===== src/hcs_pkg.sv =====
// package for the hub command/data two-wire slave: constants, types, state layout
// assumes one system clock; all pins enter through the two-flop synchroniser
package hcs_pkg;

  // bus addresses, msb first
  localparam logic [6:0] HCS_CMD_ADDR  = 7'h1B;
  localparam logic [6:0] HCS_DATA_ADDR = 7'h1A;

  // timing: sample/drive delay after a bus clock edge
  localparam int         HCS_SYS_CLK_MHZ  = 20;
  localparam int         HCS_EDGE_DLY_NS  = 1000;
  localparam int         HCS_EDGE_DLY_INT = (HCS_EDGE_DLY_NS * HCS_SYS_CLK_MHZ + 999) / 1000;
  localparam logic [4:0] HCS_EDGE_DLY_CYC = 5'(HCS_EDGE_DLY_INT);

  // auxiliary clock: crystal rate over output rate, half period in cycles
  localparam int         HCS_XTAL_MHZ     = 48;
  localparam int         HCS_AUX_MHZ      = 12;
  localparam logic [1:0] HCS_AUX_HALF_CYC = 2'(HCS_XTAL_MHZ / (2 * HCS_AUX_MHZ));

  // cycles after reset before straps are taken (synchroniser depth)
  localparam logic [1:0] HCS_STRAP_WAIT = 2'h2;

  // byte bookkeeping
  localparam logic [3:0] HCS_BITS_PER_BYTE = 4'h8;
  localparam logic [3:0] HCS_LAST_BIT      = 4'h7;

  typedef enum logic [2:0] {HCS_ST_IDLE, HCS_ST_RECV, HCS_ST_ACK, HCS_ST_SEND,
                            HCS_ST_MACK} hcs_st_e_t;

  typedef enum logic [1:0] {HCS_PH_ADDR, HCS_PH_CMD, HCS_PH_WR, HCS_PH_RD} hcs_ph_e_t;

  // byte stream toward the memory management unit
  typedef struct packed {
    logic       cmd_valid;  // one-cycle pulse: command byte in data
    logic       wr_valid;   // one-cycle pulse: data byte in data
    logic       rd_take;    // one-cycle pulse: rd_byte was loaded
    logic [7:0] data;       // received byte
    logic [7:0] ctx;        // command in force for this byte
  } hcs_mmu_t;

  // whole state of the top module
  typedef struct packed {
    hcs_st_e_t  st;
    hcs_ph_e_t  ph;
    logic [3:0] bit_cnt;
    logic [7:0] shreg;
    logic       byte_done;
    logic       ack_ok;
    logic [4:0] dly_cnt;
    logic       dly_run;
    logic       dly_smp;
    logic       scl_d;
    logic       sda_d;
    logic       sda_oe;
    logic       od_low;
    logic       irq_oe;
    hcs_mmu_t   mmu;
    logic [7:0] last_cmd;
    logic       mode1;
    logic [1:0] strap_cnt;
    logic       strap_done;
    logic [3:0] oc_flag;
    logic [3:0] ind_n;
    logic [1:0] aux_cnt;
    logic       aux_clk;
  } hcs_state_t;

  localparam hcs_state_t HCS_STATE_RST = '0;

endpackage


===== src/hcs_slave.sv =====
// two-wire command/data slave of a compound hub, with mode straps and aux clock
// assumes the memory side runs on sys_clk; pins are asynchronous
`timescale 1ns/10ps
`default_nettype none
module hcs_slave
  import hcs_pkg::*;
(
  input  wire logic       sys_clk,                // system clock
  input  wire logic       srst,                   // synchronous reset
  input  wire logic       scl_in,                 // bus clock, input only
  input  wire logic       sda_in,                 // bus data level
  output logic            sda_out,                // level when driven, always low
  output logic            sda_oe,                 // high while pulling data low
  output logic            irq_out_n,              // level when driven, always low
  output logic            irq_oe,                 // high while interrupt asserted
  input  wire logic       attention_req,          // hub needs microcontroller
  output hcs_mmu_t        mmu_out,                // byte stream to memory unit
  input  wire logic [7:0] rd_byte,                // next byte to send on reads
  input  wire logic       mode_select_a,          // strap a
  input  wire logic       mode_select_b,          // strap b
  output logic            mode1,                  // straps chose mode 1
  input  wire logic       port2_overcurrent_in_n, // port 2 over-current pin
  input  wire logic       port3_overcurrent_in_n, // port 3 over-current pin
  input  wire logic       port4_overcurrent_in_n, // port 4 over-current pin
  input  wire logic       port5_overcurrent_in_n, // port 5 over-current pin
  output logic      [3:0] port_overcurrent,       // ports 5..2 over-current, high
  input  wire logic [3:0] port_enabled,           // ports 5..2 enabled status
  output logic            port2_indicator_out_n,  // port 2 indicator
  output logic      [2:0] port_indicator_out_n,   // ports 5..3 indicators
  output logic            aux_clock_out           // divided clock for outside
);

  hcs_state_t q;      // all registered state
  hcs_state_t nxt_q;  // next state
  logic [7:0] pin_s;  // synchronised pins

  // every pin passes two flops before use
  hcs_sync #(
    .W (8)
  ) u_sync (
    .sys_clk (sys_clk),
    .srst    (srst),
    .d_in    ({mode_select_b, mode_select_a, port5_overcurrent_in_n,
               port4_overcurrent_in_n, port3_overcurrent_in_n,
               port2_overcurrent_in_n, sda_in, scl_in}),
    .q_out   (pin_s)
  );

  logic       scl_s;  // synchronised bus clock
  logic       sda_s;  // synchronised bus data
  logic [3:0] oc_s;   // synchronised over-current, active low
  logic [1:0] ms_s;   // synchronised straps

  assign scl_s = pin_s[0];
  assign sda_s = pin_s[1];
  assign oc_s  = pin_s[5:2];
  assign ms_s  = pin_s[7:6];

  // next-state logic for the whole block
  always_comb
  begin
    logic       scl_rise;  // bus clock went high
    logic       scl_fall;  // bus clock went low
    logic       start_c;   // start or repeated start
    logic       stop_c;    // stop condition
    logic       fire_smp;  // sample point reached
    logic       fire_drv;  // drive point reached
    logic       load;      // fetch a byte to send
    logic [7:0] b;         // byte completed at this sample
    scl_rise = 1'b0;
    scl_fall = 1'b0;
    start_c  = 1'b0;
    stop_c   = 1'b0;
    fire_smp = 1'b0;
    fire_drv = 1'b0;
    load     = 1'b0;
    b        = {q.shreg[6:0], sda_s};

    nxt_q                = q;
    nxt_q.mmu.cmd_valid  = 1'b0;
    nxt_q.mmu.wr_valid   = 1'b0;
    nxt_q.mmu.rd_take    = 1'b0;
    nxt_q.scl_d          = scl_s;
    nxt_q.sda_d          = sda_s;
    nxt_q.od_low         = 1'b0;

    // bus events; clock is only ever watched, never driven
    scl_rise = scl_s & ~q.scl_d;
    scl_fall = ~scl_s & q.scl_d;
    start_c  = scl_s & q.scl_d & q.sda_d & ~sda_s;
    stop_c   = scl_s & q.scl_d & ~q.sda_d & sda_s;
    fire_smp = q.dly_run & (q.dly_cnt == 5'h01) & q.dly_smp;
    fire_drv = q.dly_run & (q.dly_cnt == 5'h01) & ~q.dly_smp;

    // one delay timer; rise and fall are microseconds apart so one serves both
    if ((scl_rise | scl_fall) && q.st != HCS_ST_IDLE)
    begin
      nxt_q.dly_run = 1'b1;
      nxt_q.dly_cnt = HCS_EDGE_DLY_CYC;
      nxt_q.dly_smp = scl_rise;
    end
    else if (q.dly_run)
    begin
      nxt_q.dly_cnt = q.dly_cnt - 5'h01;
      nxt_q.dly_run = (q.dly_cnt != 5'h01);
    end

    // sample point: the data line is read a delay after the clock rise
    if (fire_smp)
    begin
      case (q.st)
        HCS_ST_RECV:
        begin
          nxt_q.shreg   = b;
          nxt_q.bit_cnt = q.bit_cnt + 4'h1;
          if (q.bit_cnt == HCS_LAST_BIT)
          begin
            nxt_q.byte_done = 1'b1;
            nxt_q.ack_ok    = 1'b1;
            case (q.ph)
              HCS_PH_ADDR:
              begin
                // only a write may use the command address
                if (b[7:1] == HCS_CMD_ADDR && !b[0])
                  nxt_q.ph = HCS_PH_CMD;
                else if (b[7:1] == HCS_DATA_ADDR)
                  nxt_q.ph = b[0] ? HCS_PH_RD : HCS_PH_WR;
                else
                  nxt_q.ack_ok = 1'b0;
              end
              HCS_PH_CMD:
              begin
                // every command byte goes on, no limit on count
                nxt_q.mmu.cmd_valid = 1'b1;
                nxt_q.mmu.data      = b;
                nxt_q.mmu.ctx       = b;
                nxt_q.last_cmd      = b;
              end
              HCS_PH_WR:
              begin
                nxt_q.mmu.wr_valid = 1'b1;
                nxt_q.mmu.data     = b;
                nxt_q.mmu.ctx      = q.last_cmd;
              end
              default:
                nxt_q.ack_ok = 1'b0;
            endcase
          end
        end
        HCS_ST_MACK:
        begin
          // master nack ends the read; line is already released
          if (sda_s)
            nxt_q.st = HCS_ST_IDLE;
        end
        default:
          nxt_q.st = q.st;
      endcase
    end

    // drive point: the data line changes a delay after the clock fall
    if (fire_drv)
    begin
      case (q.st)
        HCS_ST_RECV:
        begin
          if (q.byte_done)
          begin
            nxt_q.byte_done = 1'b0;
            nxt_q.sda_oe    = q.ack_ok;
            nxt_q.st        = q.ack_ok ? HCS_ST_ACK : HCS_ST_IDLE;
          end
        end
        HCS_ST_ACK:
        begin
          if (q.ph == HCS_PH_RD)
            load = 1'b1;
          else
          begin
            nxt_q.sda_oe  = 1'b0;
            nxt_q.st      = HCS_ST_RECV;
            nxt_q.bit_cnt = 4'h0;
          end
        end
        HCS_ST_SEND:
        begin
          if (q.bit_cnt == HCS_BITS_PER_BYTE)
          begin
            // let the master drive its acknowledge
            nxt_q.sda_oe = 1'b0;
            nxt_q.st     = HCS_ST_MACK;
          end
          else
          begin
            nxt_q.sda_oe  = ~q.shreg[7];
            nxt_q.shreg   = {q.shreg[6:0], 1'b0};
            nxt_q.bit_cnt = q.bit_cnt + 4'h1;
          end
        end
        HCS_ST_MACK:
          load = 1'b1;
        default:
          nxt_q.st = q.st;
      endcase
    end

    // fetch a byte and put its top bit out at once
    if (load)
    begin
      nxt_q.mmu.rd_take = 1'b1;
      nxt_q.mmu.ctx     = q.last_cmd;
      nxt_q.sda_oe      = ~rd_byte[7];
      nxt_q.shreg       = {rd_byte[6:0], 1'b0};
      nxt_q.bit_cnt     = 4'h1;
      nxt_q.st          = HCS_ST_SEND;
    end

    // start wins over everything: new addressed transaction
    if (start_c)
    begin
      nxt_q.st        = HCS_ST_RECV;
      nxt_q.ph        = HCS_PH_ADDR;
      nxt_q.bit_cnt   = 4'h0;
      nxt_q.byte_done = 1'b0;
      nxt_q.sda_oe    = 1'b0;
      nxt_q.dly_run   = 1'b0;
    end
    else if (stop_c)
    begin
      nxt_q.st      = HCS_ST_IDLE;
      nxt_q.sda_oe  = 1'b0;
      nxt_q.dly_run = 1'b0;
    end

    // interrupt follows the hub's request level
    nxt_q.irq_oe = attention_req;

    // straps taken once the synchroniser has filled; mixed straps give mode 0
    if (!q.strap_done)
    begin
      nxt_q.strap_cnt = q.strap_cnt + 2'h1;
      if (q.strap_cnt == HCS_STRAP_WAIT)
      begin
        nxt_q.strap_done = 1'b1;
        nxt_q.mode1      = &ms_s;
      end
    end

    // mode 1: over-current reported for ports 2..5, indicators of ports 3..5 parked, port 2 keeps its indicator
    nxt_q.oc_flag  = q.mode1 ? ~oc_s : 4'h0;
    nxt_q.ind_n[0] = ~port_enabled[0];
    nxt_q.ind_n[3:1] = q.mode1 ? 3'h7 : ~port_enabled[3:1];

    // auxiliary clock: divide by twice the half period
    if (q.aux_cnt == HCS_AUX_HALF_CYC - 2'h1)
    begin
      nxt_q.aux_cnt = 2'h0;
      nxt_q.aux_clk = ~q.aux_clk;
    end
    else
      nxt_q.aux_cnt = q.aux_cnt + 2'h1;
  end

  // single state register
  always_ff @(posedge sys_clk)
  begin
    if (srst)
      q <= HCS_STATE_RST;
    else
      q <= nxt_q;
  end

  // outputs straight from the state register
  assign sda_out               = q.od_low;
  assign sda_oe                = q.sda_oe;
  assign irq_out_n             = q.od_low;
  assign irq_oe                = q.irq_oe;
  assign mmu_out               = q.mmu;
  assign mode1                 = q.mode1;
  assign port_overcurrent      = q.oc_flag;
  assign port2_indicator_out_n = q.ind_n[0];
  assign port_indicator_out_n  = q.ind_n[3:1];
  assign aux_clock_out         = q.aux_clk;

endmodule // hcs_slave
`default_nettype wire


===== src/hcs_sync.sv =====
// two-flop synchroniser for a vector of pins
// assumes the bits are independent levels; no relation between bits is kept
`timescale 1ns/10ps
`default_nettype none
module hcs_sync
  import hcs_pkg::*;
#(
  parameter int W = 1
)(
  input  wire logic         sys_clk,
  input  wire logic         srst,
  input  wire logic [W-1:0] d_in,
  output logic      [W-1:0] q_out
);

  // both stages in one packed state
  typedef struct packed {
    logic [W-1:0] s1;  // first stage, read only by s2
    logic [W-1:0] s2;  // second stage, safe to use
  } hcs_sync_st_t;

  hcs_sync_st_t q;     // registered stages
  hcs_sync_st_t nxt_q; // next stages

  // shift the pins through two stages
  always_comb
  begin
    nxt_q    = q;
    nxt_q.s1 = d_in;
    nxt_q.s2 = q.s1;
  end

  // register
  always_ff @(posedge sys_clk)
  begin
    if (srst)
      q <= '0;
    else
      q <= nxt_q;
  end

  assign q_out = q.s2;

endmodule // hcs_sync
`default_nettype wire


===== config.mk =====
export PLATFORM = sky130hd
export DESIGN_NAME = hcs_slave
export DESIGN_NICKNAME = d
export VERILOG_FILES = /design/src/hcs_pkg.sv /design/src/hcs_slave.sv /design/src/hcs_sync.sv
export SDC_FILE = /design/constraint.sdc
export NUM_CORES = 1
export LEC_CHECK = 0
export ABC_AREA = 1
export BUFFER_PORTS_ARGS = -buffer_cell sky130_fd_sc_hd__buf_4
export CAP_MARGIN = 20
export CORE_ASPECT_RATIO = 2
export CORE_MARGIN = 2
export CORE_UTILIZATION = 40
export CTS_CLUSTER_DIAMETER = 40
export DETAILED_ROUTE_END_ITERATION = 10
export GPL_TIMING_DRIVEN = 0
export HOLD_SLACK_MARGIN = 0.12
export SLEW_MARGIN = 20
export SYNTH_ARGS = -nofsm -noshare
export SYNTH_HDL_FRONTEND = slang
export SYNTH_SLANG_ARGS = --single-unit

===== constraint.sdc =====
create_clock -name sys_clk -period 3.62 [get_ports sys_clk]
set_clock_uncertainty 0.1 [all_clocks]
set_input_delay 0.181 -clock sys_clk [delete_from_list [all_inputs] [get_ports sys_clk]]
set_output_delay 0.181 -clock sys_clk [all_outputs]
set_load 0.1 [all_outputs]

==> flow_summary.toml <==
[grt]
first_global_vias = 3477
gr-total-overflow = 0
grt_max_degree = 18
grtUsageTotal_pct = 18.0
grt_first_pass_wirelength_um = 15400
antenna_found_initial = 0

[pwr]
p_switching_mw = 0.528
power.share.sequential_pct = 45.7
combPwrFrac_pct = 7.4
swShare_pct = 23.9
power_leakage_nw = 2.41
ir_drop_mv = 0.285
clkPwrFrac_pct = 46.9
p_int_mw = 1.68
power_density_nw_per_um2 = 426
power.total_mw = 2.21

[synthesis]
syn_avg_cell_area_sq_um = 7.60
netlist_area_sq_um = 4080
yosysTopAreaCellShare_pct = 43.2
synth_warnings = 0
synth_seq_cells = 88
synth_cell_type_count = 38
syn_inst = 537
synthTopCellsByArea = "dfxtp_1, nand2_1, inv_1"
yosys.area.top_type = "dfxtp_1"
ys_seq_area_share_pct = 43.2

[drt]
routed_wl_um = 9360
vias = 3561
drt-initial-drc-count = 112
dr.pass1.iters = 4
viasPerCell = 4.67
drt-wirelength-per-cell_um = 12.3
route.detailed.drc = 0
final_antenna_net_count = 0

[die]
die-area_sq_um = 11100
initial_core_util_pct = 40.7
rows = 52
fp.dieW_um = 75.4
coreArea_sq_um = 10000
pin_count = 56
dieHeight_um = 147

[timing]
min_period_over_period_pct = 60.3
fin_crit_ns = 2.18
tightest_slew_ns = 0.531
rsz0062_at_grt = "no"
fin_hold_ws_ns = 0.284
setup_slack_ns = 1.44
drv_slew = 0
setup_viol = 0
fmax_mhz = 458
max-slew-margin-rel_pct = 64.6
hold_violations = 0
timing.setup.tns_ns = 0

[critical_path]
cp_slowest_cell = "dfxtp_1"
path_class = "flip-flop to flip-flop"
crit_chain = "ha_1 > inv_1 > nor2_2 > nand3_4 > nor2_4 > nand2_2 > buf_2 > nand3_1 > nand3_1 > a21oi_1"
crit_fanout = 10
arrival_ns = 2.35
cp_common_cell = "nand3_1"
crit_required_ns = 3.79
cp-start-kind = "flip-flop"
critPathMaxStageDelay_ns = 0.40
crit_path_end_kind = "flip-flop"

[place]
gp_congestion = 0.842
portBuffers = 52
dp.cells = 725
dp_hpwl_um = 7090
pre_cts_ws_ns = 1.45

[outcome]
status = "finished, final reports clean"

[clock_tree]
cts.sinks = 88
clockBufferDepth = 2
cts_resized = 0
cts_tree = "built"
insertion_delay_ns = 0.34
htreeDepth = 3
clk_pin_slew_ns = 0.07
cts_buffers = 9
clockRootBuffer = "clkbuf_16"

[layout]
fillers = 1035
antenna_cells = 0
multiInputGateArea_sq_um = 1750
layout.cells.non_filler = 762
syn_to_final_growth_pct = 27.1
finalNetCount = 657
regArea_sq_um = 1760
post_route_cells_drive_above_1_share_pct = 19.6

[run]
max_cap_violations = 0

[worst_hold_path]
hold_class = "flip-flop to flip-flop"
power by group through the flow:
stage	Clock, mW	Sequential, mW	Combinational, mW
global route	1.11	1.01	0.179
detailed placement	0	1.03	0.146
finish	1.04	1.01	0.164
CTS	1.06	1.01	0.165
global placement	0	1.03	0.143
floorplan	0	1.05	0.0794
layout by cell type (no fill, tap or decap), drive strengths merged:
cell,instances
a21oi,48
a31oi,1
and3,1
buf,85
bufinv,2
clkbuf,16
clkinv,1
conb,2
dfxtp,88
dlygate4sd3,21
ha,12
inv,85
nand2,86
nand3,36
nand3b,6
nand4,7
nor2,70
nor3,5
nor4,1
o211ai,1
o21a,16
o21ai,27
o22ai,1
or2,3
or3,1
xnor2,3
xor2,2
sequential cells by signal, summed over array words and instances, names as in the netlist:
register / cells
sda_oe: 1
u_sync.nxt_q: 8
port2_indicator_out_n: 1
mode1: 1
u_sync.q_out: 8
q: 41
mmu_out: 19
aux_clock_out: 1
port_overcurrent: 4
port_indicator_out_n: 3
irq_oe: 1
logic make-up (layout without fill, tap and decap cells):
family / after synthesis / count (layout) / synth area share [%]
AND/OR/NAND/NOR: 216 / 216 / 24.9
AO/OA/AOI/OAI: 94 / 94 / 12.9
flip-flops: 88 / 88 / 43.2
buffers and inverters: 121 / 210 / 14.1
XOR/XNOR: 5 / 5 / 1.07
other: 1 / 2 / 0.0919
adder cells (fa/ha/maj): 12 / 12 / 3.68
worst max-delay path, delay by kind of cell, from the launching register on:
| family | cells | cell delay [ns] |
|---|---|---|
| buffers and inverters | 2 | 0.29 |
| AOI/OAI and AO/OA | 1 | 0.14 |
| adders and majority gates | 1 | 0.17 |
| DFF | 1 | 0.40 |
| and+or+nand+nor | 6 | 0.99 |
area by class of cell:
class                   instances  area share (%)
flip-flops and latches         88            34.0
multi-input cells             329            33.6
repair buffers                 73            11.6
inverters                      81            5.86
plain buffers                  40            5.26
clock buffers                   9            4.34
well taps                     135            3.26
clock inverters                 7            2.10
stage by stage:
step / cell area (sq um) / util, %
after global placement: 4640 / 46.3
after detailed placement: 4640 / 46.3
after global routing: 5190 / 51.8
after CTS: 5190 / 51.8
after floorplan: 4080 / -
final: 5190 / 51.8
routing by layer:
metal | global-route usage (%) | routed length (um) | share of wire [%]
met4 | 9.74 | 367 | 3.9
met1 | 18.0 | 3460 | 37
met5 | 0 | 0 | 0
met2 | 33.2 | 5260 | 56
met3 | 3.09 | 274 | 2.9
synthesized netlist by cell type:
cell type	count
nor4_1	1
conb_1	1
o21ai_0	19
a21oi_2	3
clkbuf_1	7
buf_1	1
nor3_1	4
ha_1	12
nor3_4	1
xnor2_1	3
o21a_1	16
nand2_1	82
nand3_4	3
buf_4	28
buf_6	2
and3_1	1
or3_1	1
nor2_2	5
buf_2	2
inv_2	2
dfxtp_1	88
or2_2	3
nand2_4	1
nand4_1	7
nor2_4	1
o22ai_1	1
nor2_1	63
o21ai_1	8
inv_1	78
nand3b_1	6
nand3_1	33
a21oi_1	45
nor2_8	1
clkinv_1	1
xor2_1	2
nand2_2	3
o211ai_1	1
a31oi_1	1
path summary, 6_finish.rpt:
check                        end  slack (ns)  cells past startpoint       startpoint
max                   mmu_out[7]        1.44                     10            q[49]
min          port_overcurrent[3]        0.28                      1  u_sync.q_out[5]
max reg2reg           mmu_out[7]        1.44                     10            q[49]
min reg2reg  port_overcurrent[3]        0.28                      1  u_sync.q_out[5]
what timing repair did:
action / in CTS / in global routing
setup endpoints to repair: 0 / 0
hold buffers: 21 / 0
buffers inserted: 0 / 0
endpoints found under the hold margin: 21 / 0
Power figures use the tool's default switching activity.
